**src/design/slf_pkg.sv**
```systemverilog
// Constants and types shared by the sensor log packet framer and its byte FIFO.
// Assumes nothing of its surroundings; the framer and FIFO modules import it, the interface does not.
package slf_pkg;
	// =========================================================================
	// Character codes
	localparam logic [7:0] CH_START = 8'h41;
	localparam logic [7:0] CH_COMMA = 8'h2c;
	localparam logic [7:0] CH_SLASH = 8'h2f;
	localparam logic [7:0] CH_END = 8'h24;
	localparam logic [7:0] CH_LF = 8'h0a;
	localparam logic [3:0] CH_DIGIT_HI = 4'h3;

	// =========================================================================
	// Attribute codes and widths
	localparam logic [1:0] ATTR_ALARM = 2'h1;
	localparam logic [1:0] ATTR_SWITCH = 2'h2;
	localparam logic [1:0] ATTR_LEVEL = 2'h3;
	localparam int BYTE_W = 8;
	localparam int CNT_W = 7;
	localparam int TIME_W = 32;
	localparam int ADC_W = 12;
	localparam int LEN_W = 12;
	localparam int FIFO_DEPTH = 8;

	// =========================================================================
	// Field sizes in characters
	localparam logic [3:0] LEN_DIGITS = 4'h4;
	localparam logic [3:0] CNT_DIGITS = 4'h2;
	localparam logic [3:0] TIME_DIGITS = 4'ha;
	localparam logic [3:0] ADC_DIGITS = 4'h4;
	localparam logic [LEN_W-1:0] REC_LEN_RTC = 12'h014;
	localparam logic [LEN_W-1:0] REC_LEN_NORTC = 12'h009;
	localparam logic [LEN_W-1:0] CNT_FIELD_LEN = 12'h002;

	typedef logic [1:0] slf_attr_t;
	typedef logic [BYTE_W-1:0] slf_byte_t;

	typedef enum logic [14:0] {
		S_IDLE = 15'h0001,
		S_START = 15'h0002,
		S_ATTR = 15'h0004,
		S_COMMA1 = 15'h0008,
		S_LEN = 15'h0010,
		S_COMMA2 = 15'h0020,
		S_COUNT = 15'h0040,
		S_SEP = 15'h0080,
		S_TIME = 15'h0100,
		S_TCOMMA = 15'h0200,
		S_LIGHT = 15'h0400,
		S_SLASH = 15'h0800,
		S_TEMP = 15'h1000,
		S_END = 15'h2000,
		S_LF = 15'h4000
	} slf_state_t;
endpackage

```
**src/design/slf_fifo_if.sv**
```systemverilog
// Byte stream carrier between the framer and its output FIFO.
// Assumes both ends share one clock.
`timescale 1ns/1ps
interface slf_fifo_if #(parameter int W = 8);
	logic [W-1:0] wdata;
	logic wvalid;
	logic wready;
	logic [W-1:0] rdata;
	logic rvalid;
	logic rready;
	modport fill (output wdata, output wvalid, input wready,
		input rdata, input rvalid, output rready);
	modport store (input wdata, input wvalid, output wready,
		output rdata, output rvalid, input rready);
endinterface

```
**src/design/slf_framer.sv**
```systemverilog
// Sensor log packet framer: builds ASCII report frames into a byte FIFO.
// Assumes a byte-wide serial transmitter drains tx_data with valid/ready and that
// the record source on the same clock presents record rec_idx on the rec_ ports.
// What this block does
// - A frame goes out as 'A', attribute, comma, length, comma, data, '$', newline.
// - The attribute byte is '1' for alarm, '2' for switch and '3' for level-compare events.
// - The four-character length field equals the number of data bytes that follow.
// - The data layout follows the attribute; attribute 3 carries one record only.
// - The sample count is sent as two ASCII decimal digits.
// - The elapsed time is sent as ten ASCII decimal digits.
// - Light and temperature readings are each four ASCII decimal digits.
// - Fields and the time are separated by commas, light from temperature by a slash.
// - Without a real-time counter the time and its comma are left out and the length shrinks.
`timescale 1ns/1ps
module slf_framer #(
	parameter bit HAS_RTC = 1'b1,
	parameter int DEPTH = slf_pkg::FIFO_DEPTH
) (
	input wire logic mclk,
	input wire logic sys_rst,
	input wire logic start,
	input wire slf_pkg::slf_attr_t attr,
	input wire logic [slf_pkg::CNT_W-1:0] sample_cnt,
	input wire logic [slf_pkg::TIME_W-1:0] rec_time,
	input wire logic [slf_pkg::ADC_W-1:0] rec_light,
	input wire logic [slf_pkg::ADC_W-1:0] rec_temp,
	output logic [slf_pkg::CNT_W-1:0] rec_idx,
	output logic busy,
	output logic done,
	output slf_pkg::slf_byte_t tx_data,
	output logic tx_valid,
	input wire logic tx_ready
);
	import slf_pkg::*;

	// =========================================================================
	// Binary to BCD, shift-and-add-three
	function automatic logic [39:0] to_bcd(input logic [31:0] v);
		logic [39:0] b;
		b = '0;
		for (int i = 31; i >= 0; i--) begin
			for (int d = 0; d < 10; d++) begin
				if (b[d*4 +: 4] > 4'h4) begin
					b[d*4 +: 4] = b[d*4 +: 4] + 4'h3;
				end
			end
			b = {b[38:0], v[i]};
		end
		return b;
	endfunction

	// =========================================================================
	// State and captured request
	slf_state_t st;
	slf_state_t next_st;
	logic [3:0] dig;
	logic [3:0] next_dig;
	slf_attr_t cur_attr;
	logic [CNT_W-1:0] cur_cnt;
	logic [CNT_W-1:0] left;
	logic [TIME_W-1:0] r_time;
	logic [ADC_W-1:0] r_light;
	logic [ADC_W-1:0] r_temp;
	slf_byte_t cur_byte;
	logic rec_load;

	slf_fifo_if #(.W(BYTE_W)) fq ();

	slf_fifo #(.W(BYTE_W), .DEPTH(DEPTH)) u_fifo (
		.mclk(mclk),
		.sys_rst(sys_rst),
		.f(fq.store)
	);

	// Back-pressure: outside S_IDLE the sequencer only advances on a byte the FIFO accepted.
	wire push = (st != S_IDLE) && fq.wready;
	wire accept = (st == S_IDLE) && start && (attr != 2'h0);
	wire level_ev = (cur_attr == ATTR_LEVEL);
	wire last_dig = (dig == 4'h0);
	wire [LEN_W-1:0] rec_len = HAS_RTC ? REC_LEN_RTC : REC_LEN_NORTC;
	// Count field plus one comma-led record per stored sample.
	wire [LEN_W-1:0] list_len = CNT_FIELD_LEN
		+ LEN_W'(cur_cnt) * (rec_len + LEN_W'(1));
	wire [LEN_W-1:0] len_val = level_ev ? rec_len : list_len;
	wire [31:0] field_val = (st == S_LEN) ? 32'(len_val) :
		(st == S_COUNT) ? 32'(cur_cnt) :
		(st == S_TIME) ? r_time :
		(st == S_LIGHT) ? 32'(r_light) : 32'(r_temp);
	wire [39:0] bcd = to_bcd(field_val);
	// Digit index counts down, so the most significant digit leaves first.
	wire [7:0] digit_byte = {CH_DIGIT_HI, bcd[{dig, 2'b00} +: 4]};
	slf_state_t rec_first;
	assign rec_first = HAS_RTC ? S_TIME : S_LIGHT;
	wire [3:0] rec_first_dig = HAS_RTC ? TIME_DIGITS - 4'h1 : ADC_DIGITS - 4'h1;
	wire more_recs = !level_ev && (left > CNT_W'(1));

	// =========================================================================
	// Byte selection
	always_comb begin
		unique case (st)
			S_START: cur_byte = CH_START;
			S_ATTR: cur_byte = {6'h0c, cur_attr};
			S_COMMA1, S_COMMA2, S_SEP, S_TCOMMA: cur_byte = CH_COMMA;
			S_SLASH: cur_byte = CH_SLASH;
			S_END: cur_byte = CH_END;
			S_LF: cur_byte = CH_LF;
			S_IDLE: cur_byte = CH_LF;
			default: cur_byte = digit_byte;
		endcase
	end

	// =========================================================================
	// Frame sequencer
	always_comb begin
		next_st = st;
		next_dig = dig;
		rec_load = 1'b0;
		if (accept) begin
			next_st = S_START;
		end else if (push) begin
			next_dig = dig - 4'h1;
			unique case (st)
				S_START: next_st = S_ATTR;
				S_ATTR: next_st = S_COMMA1;
				S_COMMA1: begin
					next_st = S_LEN;
					next_dig = LEN_DIGITS - 4'h1;
				end
				S_LEN: next_st = last_dig ? S_COMMA2 : S_LEN;
				S_COMMA2: begin
					rec_load = level_ev;
					next_st = level_ev ? rec_first : S_COUNT;
					next_dig = level_ev ? rec_first_dig : CNT_DIGITS - 4'h1;
				end
				S_COUNT: next_st = !last_dig ? S_COUNT :
					(cur_cnt == '0) ? S_END : S_SEP;
				S_SEP: begin
					rec_load = 1'b1;
					next_st = rec_first;
					next_dig = rec_first_dig;
				end
				S_TIME: next_st = last_dig ? S_TCOMMA : S_TIME;
				S_TCOMMA: begin
					next_st = S_LIGHT;
					next_dig = ADC_DIGITS - 4'h1;
				end
				S_LIGHT: next_st = last_dig ? S_SLASH : S_LIGHT;
				S_SLASH: begin
					next_st = S_TEMP;
					next_dig = ADC_DIGITS - 4'h1;
				end
				S_TEMP: next_st = !last_dig ? S_TEMP : more_recs ? S_SEP : S_END;
				S_END: next_st = S_LF;
				S_LF: next_st = S_IDLE;
				S_IDLE: next_st = S_IDLE;
			endcase
		end
	end

	wire rec_done = push && (st == S_TEMP) && last_dig;

	always_ff @(posedge mclk) begin
		if (sys_rst) begin
			st <= S_IDLE;
			dig <= 4'h0;
		end else begin
			st <= next_st;
			dig <= next_dig;
		end
	end

	always_ff @(posedge mclk) begin
		if (sys_rst) begin
			cur_attr <= 2'h0;
			cur_cnt <= '0;
			left <= '0;
			rec_idx <= '0;
		end else if (accept) begin
			cur_attr <= attr;
			cur_cnt <= sample_cnt;
			left <= sample_cnt;
			rec_idx <= '0;
		end else if (rec_done && !level_ev) begin
			left <= left - CNT_W'(1);
			rec_idx <= rec_idx + CNT_W'(1);
		end
	end

	// Records are captured once so a source update mid-record cannot tear digits.
	always_ff @(posedge mclk) begin
		if (sys_rst) begin
			r_time <= '0;
			r_light <= '0;
			r_temp <= '0;
		end else if (rec_load) begin
			r_time <= rec_time;
			r_light <= rec_light;
			r_temp <= rec_temp;
		end
	end

	always_ff @(posedge mclk) begin
		if (sys_rst) begin
			done <= 1'b0;
		end else begin
			done <= push && (st == S_LF);
		end
	end

	assign fq.wdata = cur_byte;
	assign fq.wvalid = (st != S_IDLE);
	assign fq.rready = tx_ready;
	assign tx_data = fq.rdata;
	assign tx_valid = fq.rvalid;
	assign busy = (st != S_IDLE) || fq.rvalid;

	// =========================================================================
	// Checks
	logic [LEN_W-1:0] data_seen;
	always_ff @(posedge mclk) begin
		if (sys_rst || (push && st == S_COMMA2)) begin
			data_seen <= '0;
		end else if (push && st != S_END && st != S_LF) begin
			data_seen <= data_seen + LEN_W'(1);
		end
	end
endmodule

```
**src/design/slf_fifo.sv**
```systemverilog
// Synchronous FIFO of W-bit words, DEPTH deep (a power of two).
// Assumes one clock and a synchronous active-high reset.
`timescale 1ns/1ps
module slf_fifo #(
	parameter int W = 8,
	parameter int DEPTH = 8
) (
	input wire logic mclk,
	input wire logic sys_rst,
	slf_fifo_if.store f
);
	import slf_pkg::*;
	localparam int AW = $clog2(DEPTH);

	logic [W-1:0] mem [DEPTH];
	logic [AW:0] wptr;
	logic [AW:0] rptr;
	wire full = (wptr[AW] != rptr[AW]) && (wptr[AW-1:0] == rptr[AW-1:0]);
	wire empty = (wptr == rptr);
	wire do_wr = f.wvalid && !full;
	wire do_rd = f.rvalid && f.rready;

	assign f.wready = !full;
	assign f.rvalid = !empty;
	assign f.rdata = mem[rptr[AW-1:0]];

	always_ff @(posedge mclk) begin
		if (do_wr) begin
			mem[wptr[AW-1:0]] <= f.wdata;
		end
	end

	always_ff @(posedge mclk) begin
		if (sys_rst) begin
			wptr <= '0;
			rptr <= '0;
		end else begin
			if (do_wr) begin
				wptr <= wptr + 1'b1;
			end
			if (do_rd) begin
				rptr <= rptr + 1'b1;
			end
		end
	end
endmodule

```
**config.mk**
```make
export PLATFORM = sky130hd
export DESIGN_NAME = slf_framer
export DESIGN_NICKNAME = d
export VERILOG_FILES = /design/src/design/slf_pkg.sv /design/src/design/slf_fifo_if.sv /design/src/design/slf_framer.sv /design/src/design/slf_fifo.sv
export SDC_FILE = /design/constraint.sdc
export NUM_CORES = 1
export LEC_CHECK = 0
export ABC_CLOCK_PERIOD_IN_PS = 40900
export BUFFER_PORTS_ARGS = -buffer_cell sky130_fd_sc_hd__buf_2
export CELL_PAD_IN_SITES_DETAIL_PLACEMENT = 2
export CELL_PAD_IN_SITES_GLOBAL_PLACEMENT = 2
export CORE_MARGIN = 1.5
export CORE_UTILIZATION = 39
export CTS_BUF_LIST = sky130_fd_sc_hd__clkbuf_16
export CTS_CLUSTER_DIAMETER = 60
export CTS_CLUSTER_SIZE = 16
export DETAILED_ROUTE_END_ITERATION = 10
export GPL_ROUTABILITY_DRIVEN = 0
export PLACE_DENSITY_LB_ADDON = 0.1
export SLEW_MARGIN = 0
export SYNTH_ARGS = -nofsm -noshare
export SYNTH_HDL_FRONTEND = slang
export SYNTH_SLANG_ARGS = --single-unit
```
**constraint.sdc**
```tcl
create_clock -name mclk -period 40.9 [get_ports mclk]
set_clock_uncertainty 0.1 [all_clocks]
set_input_delay 4.09 -clock mclk [delete_from_list [all_inputs] [get_ports mclk]]
set_output_delay 4.09 -clock mclk [all_outputs]
set_load 0.01 [all_outputs]
```
==> summary.md, run 1 <==
| Metric | Value |
|---|---|
| Status | finished with violations |
| Violated checks | design-rule violations |
| Share of the synthesized area in the top cell type | 0.07618 |
| Maxcap violations | 0 |
| Vias in the first global route | 33920 |
| Largest net degree at the start of global routing | 89 |
| Critical Path RT | 40.92 ns |
| # rows | 99 |
| Critical-path top delay cell | or4_4 |
| Routed via count | 31180 |
| Initial antenna violation count | 0 |
| Routed WL | 106100 um |
| Crit-path leading delay family | compound AO/OA/AOI/OAI gates |
| Ys async rst share | 0 |
| Ys flop type | dfxtp_1 |
| Antenna-violating nets left | 0 |
| P_leak | 0.01158 uW |
| Tmin final | 37.97 ns |
| FMAX | 0.02634 GHz |
| WP data arrival | 37.99 ns |
| Worst Max-Slew Pin Slew | 1.257 ns |
| CP Buf/Inv Count | 15 |
| DRT Pass-1 Iters | 8 |
| Layout fillers | 8635 |
| Crit path top cell by count | ha_1 |
| Cell variety after synth | 147 |
| Period utilisation layout | 0.9284 |
| Fin cells | 4815 |
| Slew headroom | 0.1566 |
| Top cells by area, synth | dfxtp_1 (7.6%), ha_1 (7.4%), edfxtp_1 (5.8%) |
| Port Buffers | 85 |
| Clk slew on worst S/H paths | 0.07 ns |
| Worst vdd ir | 0.08510 mV |
| Nets@finish | 4084 |
| Core area | 73210 um^2 |
| Cell area after layout | 30660 um^2 |
| Syn Inst Count | 3897 |
| Die Span Y | 275.3 um |
| Final Setup Violations | 0 |
| Total gr overflow | 0 |
| CTS Hold Bufs | 0 |
| Mapped Nets | 4138 |
| Routed len/inst | 22.04 um |
| Slowest stage delay, CP | 0.58 ns |
| Die Footprint | 75770 um^2 |
| CP Launch Type | register |
| Drt drc | 1 |
| Total setup buffers inserted after CTS | 0 |
| Cell Area, Synth | 28910 um^2 |
| PwrDens | 38.70 nW/um^2 |
| Clock Tree Buf Depth | 2 |
| Placed cell count | 4782 |
| Placed Area | 29960 um^2 |
| Die X | 275.3 um |
| H-Tree Depth | 4 |
| Initial core utilization | 0.3949 |
| Root Driver | clkbuf_16 |
| Post-synthesis sequential element count | 166 |
| CTS tree | yes |
| Min-Delay Path Class | register to register |
| Clk_lat worst skew | 0.46 ns |
| HPWL Detailed | 83310 um |
| TritonCTS Buffers | 17 |
| Finished Core Util | 0.4188 |
| Crit. End Element | register |
| Synth warn | 0 |
| Avg Synthesized Cell Area | 7.418 um^2 |
| Post-synth top area cell | dfxtp_1 |
| I/O Pins | 87 |
| Ant. Diodes | 0 |
| Syn-to-layout area delta | 6.060% |
| CP Max Fanout | 37 |
| Global-route wire length before repair | 175900 um |
| Setup CP Type | register to register |
| EDFF count, synth | 56 |
| Starting DRC count in detailed routing | 1460 |
| Clock Sinks | 166 |
| Final slew viol count | 0 |
| Total track usage | 0.2735 |
| Via density | 6.476 |
| Flop2flop setup slack | 2.93 ns |
| Proportion of layout cells with a drive suffix above 1 | 0.1172 |
| Seq/Total Area, Yosys | 0.1343 |
| Final hold violations | 0 |
-- repair_timing --
| item | 4_1_cts | 5_1_grt |
|---|---|---|
| gates resized for setup | 0 | 16 |
| setup endpoints to repair | 0 | 32 |
| hold endpoints to repair | 0 | 0 |
-- layout make-up --
type                            instances  area [um^2]  share of cell area
Sequential cell                       166         3884              0.1267
Tap cell                              959         1200             0.03914
Inverter                              138        518.0             0.01690
Multi-Input combinational cell       3402        23790              0.7760
Clock inverter                         15        162.7            0.005305
Clock buffer                           17        425.4             0.01388
Timing Repair Buffer                  118        678.2             0.02212
-- worst register-to-register path: cells and delay by family (launching register included) --
| kind | cells | cell delay (ns) |
|---|---|---|
| adder cells (fa/ha/maj) | 30 | 9.59 |
| flip-flops | 1 | 0.39 |
| multiplexers | 7 | 2.42 |
| AO/OA/AOI/OAI | 45 | 10.60 |
| XOR/XNOR | 16 | 4.27 |
| AND/OR/NAND/NOR | 37 | 8.26 |
| buffers and inverters | 15 | 2.09 |
-- through the flow --
stage	setup TNS [ns]	hold WS [ns]	total power, uW	worst slack [ns]
after global placement	0	0.3380	955.3	5.236
final	0	0.3604	1187	2.928
after floorplan	0	0.3317	820.6	7.615
after detailed placement	0	0.3479	1020	1.796
after global routing	-1.270	0.3796	1287	-0.08396
after CTS	0	0.3644	1189	1.605
-- state kept, by name (all words and copies together) (netlist names), 7 cells and up, named ones only --
signal / cells
r_time: 32
st: 15
u_fifo.mem: 56
rec_idx: 7
cur_cnt: 7
r_temp: 12
r_light: 12
left: 7
-- layout by cell type, fill, tap and decap left out, types with 39 or more instances in the layout --
master / n
nand2_1: 441
nor2_1: 307
a21oi_1: 305
ha_1: 167
o21ai_0: 158
nand3_1: 135
nor3_1: 128
inv_1: 126
mux2i_1: 116
dfxtp_1: 110
buf_2: 85
o211ai_1: 80
a31oi_1: 78
a211oi_1: 78
xnor2_1: 73
and2_1: 71
mux2_2: 65
edfxtp_1: 56
and3_1: 50
a21o_1: 43
o21a_1: 42
nand4_1: 41
o21ai_1: 41
or3_1: 39
-- logic make-up after synthesis --
logic type / after synthesis / share of synthesized area
and+or+nand+nor: 1476 / 0.2570
AOI/OAI and AO/OA: 1394 / 0.3501
buffers and inverters: 329 / 0.04679
muxes: 234 / 0.09713
adders and majority gates: 181 / 0.07813
DFF: 166 / 0.1343
xor gates and xnor gates: 116 / 0.03644
other: 1 / 0.0001297
-- worst paths after layout --
| path | startpoint | cells past startpoint | end |
|---|---|---|---|
| max | st[5]$_SDFFE_PP0P_ | 150 | u_fifo.mem[6][1]$_DFFE_PP_ |
| min | r_light[9]$_SDFFE_PP0P_ | 2 | r_light[9]$_SDFFE_PP0P_ |
| max reg2reg | st[5]$_SDFFE_PP0P_ | 150 | u_fifo.mem[6][1]$_DFFE_PP_ |
| min reg2reg | r_light[9]$_SDFFE_PP0P_ | 2 | r_light[9]$_SDFFE_PP0P_ |
-- cell usage after synthesis, drive strengths merged, types with 37 or more instances --
cell    number
nand4       41
a21oi      312
or3         40
xnor2       79
o21a        44
inv        135
o211ai      81
buf         56
nor4        46
a21o        43
nor2       312
nor3       133
or2         42
nand3      137
mux2i      133
and3        52
edfxtp      56
a31oi       84
clkbuf     135
a211oi      89
ha         170
o21ai      209
and2        72
xor2        37
nand2      444
mux2        86
dfxtp      110
-- report_power, final --
group          switching, uW  internal [uW]
clock                   80.9           81.3
combinational            463            313
sequential              23.8            224
-- per-layer routing --
metal  part of all wire  track usage  vias to the layer above
met5                  0            0                        -
met3              0.013      0.01801                      116
met4              0.018      0.06370                        0
li1                   -            -                    14920
met1               0.44       0.3273                    15830
met2               0.52       0.5261                      308
Note: power is estimated with default switching activity, not from simulation.
==> run 2, diff against run 1 <==
--- a/config.mk
+++ b/config.mk
@@ -5,7 +5,7 @@
 export SDC_FILE = /design/constraint.sdc
 export NUM_CORES = 1
 export LEC_CHECK = 0
-export ABC_CLOCK_PERIOD_IN_PS = 40900
+export ABC_CLOCK_PERIOD_IN_PS = 36200
 export BUFFER_PORTS_ARGS = -buffer_cell sky130_fd_sc_hd__buf_2
 export CELL_PAD_IN_SITES_DETAIL_PLACEMENT = 2
 export CELL_PAD_IN_SITES_GLOBAL_PLACEMENT = 2
@@ -17,6 +17,7 @@
 export DETAILED_ROUTE_END_ITERATION = 10
 export GPL_ROUTABILITY_DRIVEN = 0
 export PLACE_DENSITY_LB_ADDON = 0.1
+export RECOVER_POWER = 25
 export SLEW_MARGIN = 0
 export SYNTH_ARGS = -nofsm -noshare
 export SYNTH_HDL_FRONTEND = slang
==> constraint.sdc (replaced) <==
create_clock -name mclk -period 36.2 [get_ports mclk]
set_clock_uncertainty 0.1 [all_clocks]
set_input_delay 3.62 -clock mclk [delete_from_list [all_inputs] [get_ports mclk]]
set_output_delay 3.62 -clock mclk [all_outputs]
set_load 0.01 [all_outputs]
==> run 2 against run 1 <==
  * Design area rose by 1.9%
  * Fmax increased by 11%
  * The flow finishes with violations (max-capacitance violations, max-slew violations)
  * Highest routed layer unchanged
  * Core utilization is 0.80 points higher
  * Sequential cell count unchanged
  * Largest cell class unchanged
  * Clock power rose by 17%
  * Critical path depth down 2
  * Setup slack worse by 0.98 ns
==> summary.md, run 2 (same netlist as run 1, synthesis figures left out) <==
| Metric | Value |
|---|---|
| Drt drc | 0 |
| Clk_lat worst skew | 0.46 ns |
| Power Internal | 711.6 uW |
| Slowest stage delay, CP | 0.56 ns |
| Layout fillers | 8550 |
| Worst Max-Slew Pin Slew | 1.830 ns |
| Nets@finish | 4114 |
| Die Footprint | 75770 um^2 |
| Clock Power Share | 0.138 |
| Maxcap violations | 1 |
| FMAX | 0.02919 GHz |
| Routed len/inst | 22.64 um |
| Total track usage | 0.2779 |
| Proportion of layout cells with a drive suffix above 1 | 0.1392 |
| Initial core utilization | 0.3949 |
| Status | finished with violations |
| Syn-to-layout area delta | 8.081% |
| Sequential share of power | 0.206 |
| Die X | 275.3 um |
| Setup WS pre-CTS | -1.707 ns |
| Critical Path RT | 36.26 ns |
| I/O Pins | 87 |
| Via density | 6.523 |
| Clock Tree Buf Depth | 2 |
| Crit. End Element | register |
| Logic pwr share | 0.655 |
| Smallest setup slack after layout | 1.947 ns |
| Routed WL | 109700 um |
| Switching share of power | 0.4806 |
| Clock Sinks | 166 |
| Slew headroom | -0.2314 |
| Met3 usage in global routing | 0.01749 |
| Global-route wire length before repair | 177500 um |
| Largest net degree at the start of global routing | 58 |
| Port Buffers | 85 |
| H-Tree Depth | 4 |
| CP Max Fanout | 12 |
| Clk slew on worst S/H paths | 0.07 ns |
| WP data arrival | 34.31 ns |
| Starting DRC count in detailed routing | 1525 |
| P_leak | 0.01175 uW |
| Cell area after layout | 31240 um^2 |
| Period utilisation layout | 0.9462 |
| Final slew viol count | 8 |
| Worst vdd ir | 0.07037 mV |
| CP Launch Type | register |
| Most frequent cells in the layout | nand2_1 (441), nor2_1 (305), a21oi_1 (303), o21ai_0 (156), ha_1 (147) |
| Vias in the first global route | 34100 |
| Total gr overflow | 0 |
| CTS tree | yes |
| Setup TNS | 0 ns |
| Max reg flops | 56 |
| PwrDens | 43.85 nW/um^2 |
| Initial antenna violation count | 1 |
| # rows | 99 |
| Root Driver | clkbuf_16 |
| Setup CP Type | register to register |
| Tmin final | 34.25 ns |
| TritonCTS Buffers | 17 |
| Crit path top cell by count | ha_1 |
| Commonest non-fill, non-tap cell in the layout | nand2_1 |
| GR met1 Demand/Resource | 0.3317 |
| Critical-path top delay cell | or4_4 |
| Final hold violations | 0 |
| Antenna-violating nets left | 0 |
| Final Setup Violations | 0 |
| HPWL Detailed | 84110 um |
| Violated checks | max-capacitance violations, max-slew violations |
| Die Span Y | 275.3 um |
| DRT Pass-1 Iters | 7 |
| Core area | 73210 um^2 |
| Met2 usage | 0.5332 |
| Grt peak-use layer | met2 |
| Routed via count | 31610 |
| Min-Delay Path Class | register to register |
| Placed Area | 30000 um^2 |
| Switching Power | 658.5 uW |
==> run 2: changes by cell type in the layout (fill, tap and decap cells not counted), sizes merged <==
cell,before,now
buf,117,141
bufinv,0,1
clkbuf,17,24
clkinv,9,4
clkinvlp,3,2
diode,0,1
dlymetal6s2s,1,0
inv,141,146
==> run 2: final cells by class <==
class / count / area (um^2) / area share
Clock buffer: 17 / 425.4 / 0.01362
Clock inverter: 15 / 170.2 / 0.005446
Timing Repair Buffer: 148 / 873.3 / 0.02795
Multi-Input combinational cell: 3402 / 24170 / 0.7736
Inverter: 138 / 518.0 / 0.01658
Tap cell: 959 / 1200 / 0.03840
Antenna cell: 1 / 2.502 / 0.00008009
Sequential cell: 166 / 3884 / 0.1243
==> run 2: power by group through the flow <==
stage	Clock (uW)	Sequential, uW	Combinational (uW)
3_5_place_dp	0	285	879
4_1_cts	192	282	897
3_3_place_gp	0	281	797
6_report	190	283	898
2_1_floorplan	0	267	660
5_1_grt	201	286	992
==> run 2: routing by layer <==
layer  share of wire  vias to the layer above
li1                -                    15000
met1            0.43                    15980
met2            0.53                      475
met3           0.018                      155
met4           0.023                        0
met5               0                        -
==> run 2: path summary, 6_finish.rpt <==
path	start	to	slack, ns	cells past startpoint
hold / removal	r_time[11]$_SDFFE_PP0P_	r_time[11]$_SDFFE_PP0P_	0.36	2
setup / recovery	st[6]$_SDFFE_PP0P_	u_fifo.mem[0][1]$_DFFE_PP_	1.95	148
setup reg to reg	st[6]$_SDFFE_PP0P_	u_fifo.mem[0][1]$_DFFE_PP_	1.95	148
hold reg to reg	r_time[11]$_SDFFE_PP0P_	r_time[11]$_SDFFE_PP0P_	0.36	2
==> run 2: worst max-delay path, delay by kind of cell (launching register included) <==
kind,cells,cell delay (ns)
simple gates,40,8.87
flops,1,0.42
fa+ha+maj,30,8.15
buf+inv,15,1.81
compound gates,43,10.13
xor+xnor,17,3.51
mux,3,0.89
==> run 2: stage by stage <==
step                power, uW  cells  hold slack [ns]  utilization
floorplan               927.2   3897           0.3317            -
global placement         1078   4787           0.3394       0.4098
detailed placement       1164   4787           0.3535       0.4098
CTS                      1372   4820           0.3641       0.4197
global route             1479   4845           0.3784       0.4268
finish                   1370   4846           0.3627       0.4268
==> run 2: what timing repair did <==
| action | 4_1_cts | 5_1_grt |
|---|---|---|
| gates resized for setup | 22 | 74 |
| buffers inserted | 1 | 25 |
| hold buffers | 0 | 0 |
| pin swaps | 1 | 8 |
| setup endpoints to repair | 32 | 32 |
